[src/hdl/dcf_cfg.svh]
// Constants for the DDR SDRAM command front end.
// Overview of operation
// - Code 000 does nothing to memory.
// - Read is code 001, rank plus address.
// - Read opens or closes rows itself.
// - Read data returned with valid flag.
// - Write is code 010, rank plus address.
// - Write opens or closes rows itself.
// - Write data captured only while valid.
// - Code 110 puts all ranks into self-refresh.
// - Second self-refresh command exits.
// - Self-refresh drops all other commands.
// - Code 100 loads mode register, bank bits.
// - Bank 00 base, 01 extended mode register.
// - Base mode load updates first config register.
// - Code 101 power-down, wakes for refresh.
// - Power-down exits on repeat, ignores others.
// - Code 011 writes config, address 1:0 selects.
// - Address 19:2 carries config data.
// - Config loads accepted before initialization.
// - First config write reprograms mode register.
// - Init bit starts init, busy until done.
// - Low three bits encode burst 2/4/8.
// - Auto-refresh at third config interval.
`ifndef DCF_CFG_SVH
`define DCF_CFG_SVH
`define DCF_CMD_NOP    3'h0
`define DCF_CMD_READ   3'h1
`define DCF_CMD_WRITE  3'h2
`define DCF_CMD_LDCFG  3'h3
`define DCF_CMD_LDMR   3'h4
`define DCF_CMD_PDOWN  3'h5
`define DCF_CMD_SREF   3'h6
`define DCF_CMD_UNDEF  3'h7
`define DCF_REG_TMC    2'h0
`define DCF_REG_DCA    2'h1
`define DCF_REG_RPC    2'h2
`define DCF_REG_DCB    2'h3
`define DCF_INIT_BIT   7
`define DCF_BL_2       3'h1
`define DCF_BL_4       3'h2
`define DCF_BL_8       3'h3
`define DCF_TMC_RST    18'h00022
`define DCF_DCA_RST    18'h00000
`define DCF_RPC_RST    18'h00400
`define DCF_DCB_RST    18'h00000
`define DCF_MR_BASE    2'h0
`define DCF_MR_EXT     2'h1
`define DCF_INIT_CYC   8'h20
`define DCF_STEP_CYC   4'h2
`endif

[src/hdl/dcf_pkg.sv]
// Types shared by the command front end.
package dcf_pkg;
   // Memory command pins; ras_b, cas_b and we_b active low, cke active high.
   typedef struct packed {
      logic       ras_b;
      logic       cas_b;
      logic       we_b;
      logic       cke;
      logic [1:0] ba;
      logic [11:0] addr;
   } dcf_mem_cmd_t;
   typedef enum logic [3:0] {
      ST_IDLE, ST_INIT, ST_PRE, ST_ACT, ST_RW, ST_WDATA, ST_MRS, ST_REF,
      ST_SREF, ST_PDOWN, ST_PDWAKE, ST_WAIT
   } dcf_state_t;
endpackage

[src/hdl/dcf_frontend.sv]
// DDR SDRAM command front end: decode, bank tracking, modes, config registers.
`include "dcf_cfg.svh"
module dcf_frontend
   import dcf_pkg::*;
#(
   parameter int DSIZE               = 32,
   parameter int address_width_param = 24,
   parameter int RANKS               = 2,
   parameter int ROW_W               = 12,
   parameter int COL_W               = 8,
   parameter int FIFO_DEPTH          = 16
)(
   input  wire logic                           core_clk,
   input  wire logic                           rst_b,
   input  wire logic [2:0]                     cmd,
   input  wire logic [address_width_param-1:0] addr,
   output logic                                busy,
   input  wire logic [DSIZE-1:0]               datain,
   input  wire logic                           datain_valid,
   output logic                                datain_ready,
   output logic [DSIZE-1:0]                    dataout,
   output logic                                dataout_valid,
   output dcf_mem_cmd_t                        mem_cmd,
   output logic [RANKS-1:0]                    mem_cs_b,
   output logic [DSIZE-1:0]                    mem_dq_out,
   output logic                                mem_dq_oe,
   input  wire logic [DSIZE-1:0]               mem_dq_in,
   input  wire logic                           mem_rd_valid
);
   localparam int RK_W = (RANKS > 1) ? $clog2(RANKS) : 1;
   localparam int ABS  = ROW_W + 2 + COL_W;
   initial
   begin
      if (address_width_param < ABS + RK_W || address_width_param < 20 || ROW_W < 12)
         $error("dcf_frontend address fields do not fit");
   end
   ////////////////////////////////////////////////////////////////////////////
   // Pin inputs pass two flops before any logic reads them.
   logic [DSIZE-1:0] dq_s1;
   logic [DSIZE-1:0] dq_s2;
   logic             rv_s1;
   logic             rv_s2;
   always_ff @(posedge core_clk or negedge rst_b)
   begin
      if (!rst_b)
      begin
         dq_s1 <= '0;
         dq_s2 <= '0;
         rv_s1 <= 1'b0;
         rv_s2 <= 1'b0;
      end
      else
      begin
         dq_s1 <= mem_dq_in;
         dq_s2 <= dq_s1;
         rv_s1 <= mem_rd_valid;
         rv_s2 <= rv_s1;
      end
   end
   ////////////////////////////////////////////////////////////////////////////
   // Write data is buffered so the user can run ahead of the memory.
   logic [DSIZE-1:0] wf_data;
   logic             wf_valid;
   logic             wf_pop;
   dcf_fifo #(.WIDTH(DSIZE), .DEPTH(FIFO_DEPTH)) u_wfifo (
      .core_clk  (core_clk),
      .rst_b     (rst_b),
      .in_data   (datain),
      .in_valid  (datain_valid),   // Capture only while valid is high.
      .in_ready  (datain_ready),
      .out_data  (wf_data),
      .out_valid (wf_valid),
      .out_ready (wf_pop)
   );
   ////////////////////////////////////////////////////////////////////////////
   // All sequencer state in one struct.
   typedef struct packed {
      dcf_state_t        st;
      dcf_state_t        ret;
      logic [17:0]       timing_mode_config;
      logic [17:0]       delay_config_a;
      logic [17:0]       refresh_period_config;
      logic [17:0]       delay_config_b;
      logic [3:0]        open_bank;
      logic [4*ROW_W-1:0] open_row;
      logic [RK_W-1:0]   cur_rank;
      logic [1:0]        cur_bank;
      logic [ROW_W-1:0]  cur_row;
      logic [COL_W-1:0]  cur_col;
      logic              cur_wr;
      logic [1:0]        mr_ba;
      logic [11:0]       mr_val;
      logic [15:0]       ref_cnt;
      logic              ref_due;
      logic [7:0]        wait_cnt;
      logic [3:0]        burst_left;
      logic              inited;
      logic              busy;
      dcf_mem_cmd_t      mc;
      logic [RANKS-1:0]  cs_b;
      logic [DSIZE-1:0]  dq_out;
      logic              dq_oe;
      logic [DSIZE-1:0]  dout;
      logic              dout_v;
   } dcf_regs_t;
   dcf_regs_t r;
   dcf_regs_t next_r;
   dcf_mem_cmd_t idle_cmd;
   assign idle_cmd = '{ras_b: 1'b1, cas_b: 1'b1, we_b: 1'b1, cke: 1'b1, ba: 2'h0,
                       addr: 12'h000};
   logic [3:0]       bl_words;
   logic             row_hit;
   logic [ROW_W-1:0] row_of_bank;
   // Burst length code to words; reserved codes fall back to two.
   always_comb
   begin
      case (r.timing_mode_config[2:0])
         `DCF_BL_4: bl_words = 4'h4;
         `DCF_BL_8: bl_words = 4'h8;
         default:   bl_words = 4'h2;
      endcase
   end
   assign row_of_bank = r.open_row[r.cur_bank*ROW_W +: ROW_W];
   assign row_hit     = r.open_bank[r.cur_bank] && (row_of_bank == r.cur_row);
   assign wf_pop      = (r.st == ST_WDATA) && wf_valid;
   ////////////////////////////////////////////////////////////////////////////
   // Command decode and memory sequencing.
   always_comb
   begin
      next_r        = r;
      next_r.mc     = idle_cmd;
      next_r.dout_v = 1'b0;
      next_r.dq_oe  = 1'b0;
      next_r.cs_b   = r.cs_b;
      // Refresh counter runs in normal and power-down modes.
      if (r.ref_cnt == 16'h0000)
      begin
         next_r.ref_cnt = r.refresh_period_config[15:0];
         if (r.inited && r.st != ST_SREF)
            next_r.ref_due = 1'b1;
      end
      else
         next_r.ref_cnt = r.ref_cnt - 16'h0001;
      // Read data returns with its valid flag.
      if (rv_s2)
      begin
         next_r.dout   = dq_s2;
         next_r.dout_v = 1'b1;
      end
      case (r.st)
         ST_IDLE:
         begin
            // A user command wins over a pending refresh, so a command given while
            // busy reads low is never lost; the refresh follows right after it.
            if (r.ref_due && (cmd == `DCF_CMD_NOP || cmd == `DCF_CMD_UNDEF))
            begin
               next_r.ret  = ST_IDLE;
               next_r.st   = ST_REF;
               next_r.busy = 1'b1;
            end
            else
            begin
               case (cmd)
                  `DCF_CMD_READ, `DCF_CMD_WRITE:
                  begin
                     if (r.inited)
                     begin
                        next_r.cur_wr   = (cmd == `DCF_CMD_WRITE);
                        next_r.cur_col  = addr[COL_W-1:0];
                        next_r.cur_bank = addr[COL_W +: 2];
                        next_r.cur_row  = addr[COL_W+2 +: ROW_W];
                        next_r.cur_rank = addr[ABS +: RK_W];
                        next_r.st       = ST_PRE;
                        next_r.busy     = 1'b1;
                     end
                  end
                  `DCF_CMD_LDCFG:  // Accepted even before init.
                  begin
                     case (addr[1:0])
                        `DCF_REG_TMC:
                        begin
                           next_r.timing_mode_config = addr[19:2];
                           next_r.mr_ba  = `DCF_MR_BASE;
                           next_r.mr_val = {5'h00, addr[8:2]};
                           if (addr[2+`DCF_INIT_BIT])
                           begin
                              next_r.busy     = 1'b1;
                              next_r.wait_cnt = `DCF_INIT_CYC;
                              next_r.st       = ST_INIT;
                           end
                           else if (r.inited)
                              next_r.st = ST_MRS;
                        end
                        `DCF_REG_DCA: next_r.delay_config_a = addr[19:2];
                        `DCF_REG_RPC:  // New period takes effect at once.
                        begin
                           next_r.refresh_period_config = addr[19:2];
                           next_r.ref_cnt               = addr[17:2];
                        end
                        default:      next_r.delay_config_b = addr[19:2];
                     endcase
                  end
                  `DCF_CMD_LDMR:
                  begin
                     next_r.mr_ba  = addr[13:12];
                     next_r.mr_val = addr[11:0];
                     if (addr[13:12] == `DCF_MR_BASE)
                        next_r.timing_mode_config[6:0] = addr[6:0];
                     next_r.busy = 1'b1;
                     next_r.st   = ST_MRS;
                  end
                  `DCF_CMD_SREF:  // All ranks enter self-refresh.
                  begin
                     next_r.mc       = '{ras_b: 1'b0, cas_b: 1'b0, we_b: 1'b1,
                                         cke: 1'b0, ba: 2'h0, addr: 12'h000};
                     next_r.cs_b     = '0;
                     next_r.open_bank = 4'h0;
                     next_r.ref_due  = 1'b0;  // Memory refreshes itself from here.
                     next_r.st       = ST_SREF;
                  end
                  `DCF_CMD_PDOWN:
                  begin
                     next_r.mc.cke = 1'b0;
                     next_r.cs_b   = '0;
                     next_r.st     = ST_PDOWN;
                  end
                  default: ;  // Codes 000 and 111 leave memory alone.
               endcase
            end
         end
         ST_INIT:
         begin
            // Settle, mark all banks closed without a precharge command, then load mode before declaring ready.
            next_r.cs_b = '0;
            if (r.wait_cnt == 8'h00)
            begin
               next_r.open_bank = 4'h0;
               next_r.inited    = 1'b1;
               next_r.st        = ST_MRS;
            end
            else
               next_r.wait_cnt = r.wait_cnt - 8'h01;
         end
         ST_PRE:
         begin
            // Precharge only if another row is open in this bank.
            next_r.cs_b = '1;
            next_r.cs_b[r.cur_rank] = 1'b0;
            if (row_hit)
               next_r.st = ST_RW;
            else if (r.open_bank[r.cur_bank])
            begin
               next_r.mc = '{ras_b: 1'b0, cas_b: 1'b1, we_b: 1'b0, cke: 1'b1,
                             ba: r.cur_bank, addr: 12'h000};
               next_r.open_bank[r.cur_bank] = 1'b0;
               next_r.wait_cnt = {5'h00, r.delay_config_a[12:10]};
               next_r.ret      = ST_ACT;
               next_r.st       = ST_WAIT;
            end
            else
               next_r.st = ST_ACT;
         end
         ST_ACT:
         begin
            next_r.mc = '{ras_b: 1'b0, cas_b: 1'b1, we_b: 1'b1, cke: 1'b1,
                          ba: r.cur_bank, addr: r.cur_row[11:0]};
            next_r.open_bank[r.cur_bank] = 1'b1;
            next_r.open_row[r.cur_bank*ROW_W +: ROW_W] = r.cur_row;
            next_r.wait_cnt = {5'h00, r.delay_config_a[2:0]};
            next_r.ret      = ST_RW;
            next_r.st       = ST_WAIT;
         end
         ST_RW:
         begin
            next_r.mc = '{ras_b: 1'b1, cas_b: 1'b0, we_b: !r.cur_wr, cke: 1'b1,
                          ba: r.cur_bank, addr: 12'(r.cur_col)};
            next_r.burst_left = bl_words;
            next_r.st   = r.cur_wr ? ST_WDATA : ST_IDLE;
            next_r.busy = r.cur_wr;
         end
         ST_WDATA:
         begin
            // Drain one word per cycle; stalls while the user lags.
            if (wf_valid)
            begin
               next_r.dq_out     = wf_data;
               next_r.dq_oe      = 1'b1;
               next_r.burst_left = r.burst_left - 4'h1;
               if (r.burst_left == 4'h1)
               begin
                  next_r.busy = 1'b0;
                  next_r.st   = ST_IDLE;
               end
            end
         end
         ST_MRS:
         begin
            next_r.cs_b = '0;
            next_r.mc = '{ras_b: 1'b0, cas_b: 1'b0, we_b: 1'b0, cke: 1'b1,
                          ba: r.mr_ba, addr: r.mr_val};
            next_r.wait_cnt = {5'h00, r.delay_config_a[15:13]};
            next_r.ret      = ST_IDLE;
            next_r.st       = ST_WAIT;
         end
         ST_REF:
         begin
            next_r.cs_b    = '0;
            next_r.mc      = '{ras_b: 1'b0, cas_b: 1'b0, we_b: 1'b1, cke: 1'b1,
                               ba: 2'h0, addr: 12'h000};
            next_r.open_bank = 4'h0;
            // A new period ending in this very cycle keeps its request pending.
            if (r.ref_cnt != 16'h0000)
               next_r.ref_due = 1'b0;
            next_r.wait_cnt = {4'h0, r.delay_config_a[9:6]};
            next_r.st       = ST_WAIT;
         end
         ST_WAIT:
         begin
            if (r.wait_cnt == 8'h00)
            begin
               next_r.st   = r.ret;
               next_r.busy = (r.ret != ST_IDLE) && (r.ret != ST_PDOWN);
            end
            else
               next_r.wait_cnt = r.wait_cnt - 8'h01;
         end
         ST_SREF:
         begin
            next_r.mc.cke = 1'b0;
            if (cmd == `DCF_CMD_SREF)  // Only a repeat exits.
            begin
               next_r.mc.cke   = 1'b1;
               next_r.ref_cnt  = r.refresh_period_config[15:0];
               next_r.wait_cnt = {4'h0, r.delay_config_b[10:7]};
               next_r.ret      = ST_IDLE;
               next_r.st       = ST_WAIT;
            end
         end
         ST_PDOWN:
         begin
            next_r.mc.cke = 1'b0;
            if (cmd == `DCF_CMD_PDOWN)  // Repeat exits, others dropped.
            begin
               next_r.mc.cke = 1'b1;
               next_r.st     = ST_IDLE;
            end
            else if (r.ref_due)  // Wake for refresh, then sleep again.
            begin
               next_r.mc.cke   = 1'b1;
               next_r.wait_cnt = {4'h0, `DCF_STEP_CYC};
               next_r.st       = ST_PDWAKE;
            end
         end
         ST_PDWAKE:
         begin
            if (r.wait_cnt == 8'h00)
            begin
               next_r.ret = ST_PDOWN;
               next_r.st  = ST_REF;
            end
            else
               next_r.wait_cnt = r.wait_cnt - 8'h01;
         end
         default: next_r.st = ST_IDLE;
      endcase
   end
   ////////////////////////////////////////////////////////////////////////////
   // State register.
   always_ff @(posedge core_clk or negedge rst_b)
   begin
      if (!rst_b)
      begin
         r                       <= '0;
         r.st                    <= ST_IDLE;
         r.ret                   <= ST_IDLE;
         r.timing_mode_config    <= `DCF_TMC_RST;
         r.delay_config_a        <= `DCF_DCA_RST;
         r.refresh_period_config <= `DCF_RPC_RST;
         r.delay_config_b        <= `DCF_DCB_RST;
         r.mc                    <= '{ras_b: 1'b1, cas_b: 1'b1, we_b: 1'b1, cke: 1'b0,
                                      ba: 2'h0, addr: 12'h000};
         r.cs_b                  <= '1;
      end
      else
         r <= next_r;
   end
   assign busy          = r.busy || r.ref_due;  // A pending refresh also holds the user off.
   assign dataout       = r.dout;
   assign dataout_valid = r.dout_v;
   assign mem_cmd       = r.mc;
   assign mem_cs_b      = r.cs_b;
   assign mem_dq_out    = r.dq_out;
   assign mem_dq_oe     = r.dq_oe;
endmodule

[src/hdl/dcf_fifo.sv]
// Valid/ready FIFO of flip-flops with parameter width and depth.
module dcf_fifo
   import dcf_pkg::*;
#(
   parameter int WIDTH = 32,
   parameter int DEPTH = 16
)(
   input  wire logic             core_clk,
   input  wire logic             rst_b,
   input  wire logic [WIDTH-1:0] in_data,
   input  wire logic             in_valid,
   output logic                  in_ready,
   output logic      [WIDTH-1:0] out_data,
   output logic                  out_valid,
   input  wire logic             out_ready
);
   localparam int AW = $clog2(DEPTH);
   initial
   begin
      if (DEPTH < 2 || (1 << AW) != DEPTH)
         $error("dcf_fifo depth must be a power of two");
   end
   logic [WIDTH-1:0] mem [DEPTH];
   logic [AW:0]      wr_ptr;
   logic [AW:0]      rd_ptr;
   // Full when pointers differ only in the wrap bit.
   assign in_ready  = (wr_ptr ^ rd_ptr) != {1'b1, {AW{1'b0}}};
   assign out_valid = wr_ptr != rd_ptr;
   assign out_data  = mem[rd_ptr[AW-1:0]];
   // Pointers advance on each completed handshake.
   always_ff @(posedge core_clk or negedge rst_b)
   begin
      if (!rst_b)
      begin
         wr_ptr <= '0;
         rd_ptr <= '0;
      end
      else
      begin
         if (in_valid && in_ready)
            wr_ptr <= wr_ptr + 1'b1;
         if (out_valid && out_ready)
            rd_ptr <= rd_ptr + 1'b1;
      end
   end
   // Storage has no reset; only written slots are ever read.
   always_ff @(posedge core_clk)
   begin
      if (in_valid && in_ready)
         mem[wr_ptr[AW-1:0]] <= in_data;
   end
endmodule

[config.mk]
export PLATFORM = sky130hd
export DESIGN_NAME = dcf_frontend
export DESIGN_NICKNAME = d
export VERILOG_FILES = /design/src/hdl/dcf_pkg.sv /design/src/hdl/dcf_frontend.sv /design/src/hdl/dcf_fifo.sv
export VERILOG_INCLUDE_DIRS = /design/src /design/src/hdl
export SDC_FILE = /design/constraint.sdc
export NUM_CORES = 1
export LEC_CHECK = 0
export ABC_AREA = 1
export BUFFER_PORTS_ARGS = -buffer_cell sky130_fd_sc_hd__buf_4
export CAP_MARGIN = 20
export CELL_PAD_IN_SITES_DETAIL_PLACEMENT = 0
export CELL_PAD_IN_SITES_GLOBAL_PLACEMENT = 1
export CORE_ASPECT_RATIO = 2
export CORE_MARGIN = 3
export CORE_UTILIZATION = 43
export DETAILED_ROUTE_END_ITERATION = 8
export GPL_TIMING_DRIVEN = 0
export HOLD_SLACK_MARGIN = 0.12
export PLACE_DENSITY = 0.73
export SLEW_MARGIN = 20
export SYNTH_ARGS = -nofsm -noshare
export SYNTH_HDL_FRONTEND = slang
export SYNTH_SLANG_ARGS = --single-unit
[constraint.sdc]
create_clock -name core_clk -period 3.9 [get_ports core_clk]
set_input_delay 0.585 -clock core_clk [delete_from_list [all_inputs] [get_ports core_clk]]
set_output_delay 0.585 -clock core_clk [all_outputs]
set_load 0.02 [all_outputs]
==> impl_metrics.py <==
metrics = {
    "status": {
        "status": "finished, final reports clean",
    },
    "timing": {
        "fin_crit_sh_pct": 95.02,
        "hold_viol_final": 0,
        "worst_clock_skew_ns": 0.03635,
        "worstMarginPinSlew_ns": 1.008,
        "setup_viol": 0,
        "period_minus_slack_ns": 3.706,
        "grt_setup_unrepaired": "no",
        "slew_violations": 0,
        "relSlewSlack_pct": 32.83,
        "finalSetupTns_ns": 0,
        "fmax_mhz": 269.8,
    },
    "final_layout": {
        "final.fill_count": 6992,
        "nets": 3431,
        "syn_to_final_growth_pct": 18.84,
        "finalNonFillerCells": 4425,
        "layout_common_cells": "edfxtp_1, nor2_1, nand2_1",
        "layout_commonest_cell": "edfxtp_1",
        "drive_above_1_share_pct": 17.72,
    },
    "global_routing": {
        "grt_antenna_before_repair": 3,
        "global_route.usage.met3_pct": 4.106,
        "met1_usage_pct": 25.97,
        "grt_pass1_vias": 26470,
        "grt_use_total_pct": 27.26,
        "grt_overflow": 0,
        "grt_first_pass_wirelength_mm": 170.9,
        "grt_busiest_layer": "met2",
        "met2_usage_pct": 51.09,
        "grt_max_degree": 96,
    },
    "cts": {
        "numCtsBuffers": 77,
        "cts_setup_buffers": 0,
        "post_cts_resized": 0,
        "h-tree-depth": 3,
        "clk_path_buf_depth": 3,
        "path_clk_slew_ns": 0.07,
        "clock-root-buffer": "clkbuf_16",
        "clock_latency_ns": 0.69,
        "cts.sinks": 839,
        "cts_tree": "built",
    },
    "synthesis": {
        "ys_seq_elements": 839,
        "synth_top_area_share_pct": 43.99,
        "synth_area_mm2": 0.03495,
        "synth.distinct_cells": 55,
        "synth_edf_count": 512,
        "synth_warnings": 0,
        "avgSynthCellArea_um2": 11.69,
        "synth_top_area_cell": "edfxtp_1",
        "synth_fp_nets": 3105,
        "seq_area_frac_synth_pct": 67.42,
        "synthFlopType": "edfxtp_1",
        "async_reset_ff_share_pct": 38.97,
        "syn_inst": 2991,
        "synth.top_cells.by_area": "edfxtp_1, dfrtp_1, nor2_1",
    },
    "route": {
        "drt-vias-per-instance": 5.744,
        "firstDrtPassIters": 6,
        "vias": 25420,
        "drc": 0,
        "drt_wl_total_mm": 117.6,
        "drtIter0Drc": 2322,
        "final_antenna_net_count": 0,
        "wire_per_inst_um": 26.57,
    },
    "setup_path": {
        "critPathCaptureType": "flop",
        "path_common_cell": "o21ai_0",
        "cp.arrival_ns": 4.23,
        "path_class": "reg -> reg",
        "crit_path_top_delay_cell": "clkbuf_1",
        "crit_buf_inv": 6,
        "worstPathRequired_ns": 4.42,
        "crit_family": "buffers and inverters",
        "start_kind": "flop",
        "crit_chain": "buf_6 > inv_4 > buf_4 > clkbuf_1 > ha_1 > buf_2 > buf_1 > nor2_1 > nand2_1 > o21ai_0 > a21oi_1 > o21ai_0",
        "cpPeakStageDelay_ns": 0.58,
        "cp_max_fo": 13,
    },
    "pwr": {
        "power_density_mw_per_mm2": 763.8,
        "peakVddDrop_uv": 564.7,
        "p_leak_nw": 16.21,
    },
    "die": {
        "core-area_mm2": 0.08038,
        "ioPinCount": 183,
        "dieHeight_um": 409.2,
        "die_x_um": 207.6,
        "die_area_mm2": 0.08495,
        "rows": 147,
        "start_util_pct": 43.49,
    },
    "min_path": {
        "hold_class": "in -> reg",
    },
    "placed_design": {
        "placedCellCount": 4245,
        "routabilityCongestion": 0.9339,
        "dpl.hpwl_mm": 88.23,
        "portBuffers": 181,
    },
    "flow_run": {
        "drv_cap": 0,
    },
}
## through the flow
step	area, um2	power, mW	setup WS [ns]	hold slack [ns]	util, %
2_1_floorplan	34950	18.73	0.7233	0.2894	-
3_3_place_gp	37620	23.30	-1.341	0.3342	46.80
3_5_place_dp	38540	23.79	0.2369	0.3355	47.95
4_1_cts	41530	31.79	0.2213	0.1212	51.68
5_1_grt	41530	33.15	0.04855	0.1517	51.68
6_report	41540	31.73	0.1942	0.1614	51.68
## cells by family (layout without fill, tap and decap cells)
family | count (synthesis) | count (layout) | synth area share, %
simple gates | 1008 | 1008 | 11.86
flops | 839 | 839 | 67.42
compound gates | 611 | 611 | 11.14
buf+inv | 401 | 790 | 5.631
mux | 87 | 87 | 2.620
xor+xnor | 26 | 26 | 0.6515
fa+ha+maj | 19 | 19 | 0.6801
other cells | 0 | 2 | 0
## worst paths after layout
path	cells after the start	slack, ns	from	end
min in group asynchronous	2	0.51	rst_b	dataout[22]
worst max-delay path	12	0.19	r[152]	r[188]
worst max register to register	12	0.19	r[152]	r[188]
worst min-delay path	3	0.16	addr[20]	r[150]
worst min register to register	0	0.35	dq_s1[21]	dq_s2[21]
max in group asynchronous	5	1.60	rst_b	dataout[5]
## report_power, final
group          internal [mW]  leakage, nW  switching (mW)  total (mW)
Combinational           3.69         6.28            8.09        11.8
Sequential              11.1         8.64           0.913        12.0
Clock                   4.45         1.30            3.52        7.97
Total                   19.2         16.2            12.5        31.7
## metal layers
| metal | routed length (um) | up-vias |
|---|---|---|
| li1 | - | 11200 |
| met1 | 36870 | 12550 |
| met2 | 63150 | 1213 |
| met3 | 6445 | 457 |
| met4 | 11090 | 4 |
| met5 | 23 | - |
## cells in the mapped netlist, drive strengths merged (2+ instances only)
cell       n
ha        19
nor4       9
o21ai    289
a31oi     28
buf      162
a21oi     66
nor3b      3
xor2      22
o2111ai    4
clkinv     2
o211ai    26
inv      166
nor3      10
mux2      36
o32ai     77
o31ai      7
nand3    115
nand3b     3
a221oi     2
dfrtp    320
o22ai     13
nand2    407
clkbuf    71
nand4     17
mux2i     51
nor2     444
a22o      13
a22oi      6
edfxtp   512
xnor2      4
a32oi      5
o221ai    71
dfstp      7
## flip-flops by register name (all words and copies together) (netlist names)
register and count:
dataout 32, dataout_valid 1, dq_s1 32, dq_s2 32, mem_cmd 18, mem_cs_b 2, mem_dq_oe 1, mem_dq_out 32
r 165, rv_s1 1, rv_s2 1, u_wfifo.mem 512, u_wfifo.rd_ptr 5, u_wfifo.wr_ptr 5
## cell type report
cell class	instances	area (um2)	share of cell area, %
Antenna cell	2	5.005	0.01205
Buffer	233	1335	3.214
Clock buffer	92	2066	4.973
Clock inverter	50	570.5	1.373
Inverter	168	633.1	1.524
Multi-Input combinational cell	1751	9537	22.96
Sequential cell	839	23570	56.73
Tap cell	1043	1305	3.142
Timing Repair Buffer	247	2522	6.072
## tightest hold or removal path, cell delays in order
cell     delay, ns
buf_4         0.08
nand2_1       0.05
o21ai_0       0.07
## what timing repair did
item	in CTS	in global routing
setup endpoints to repair	0	0
hold endpoints to repair	105	0
hold buffers	36	0
Note: power is estimated with default switching activity, not from simulation.
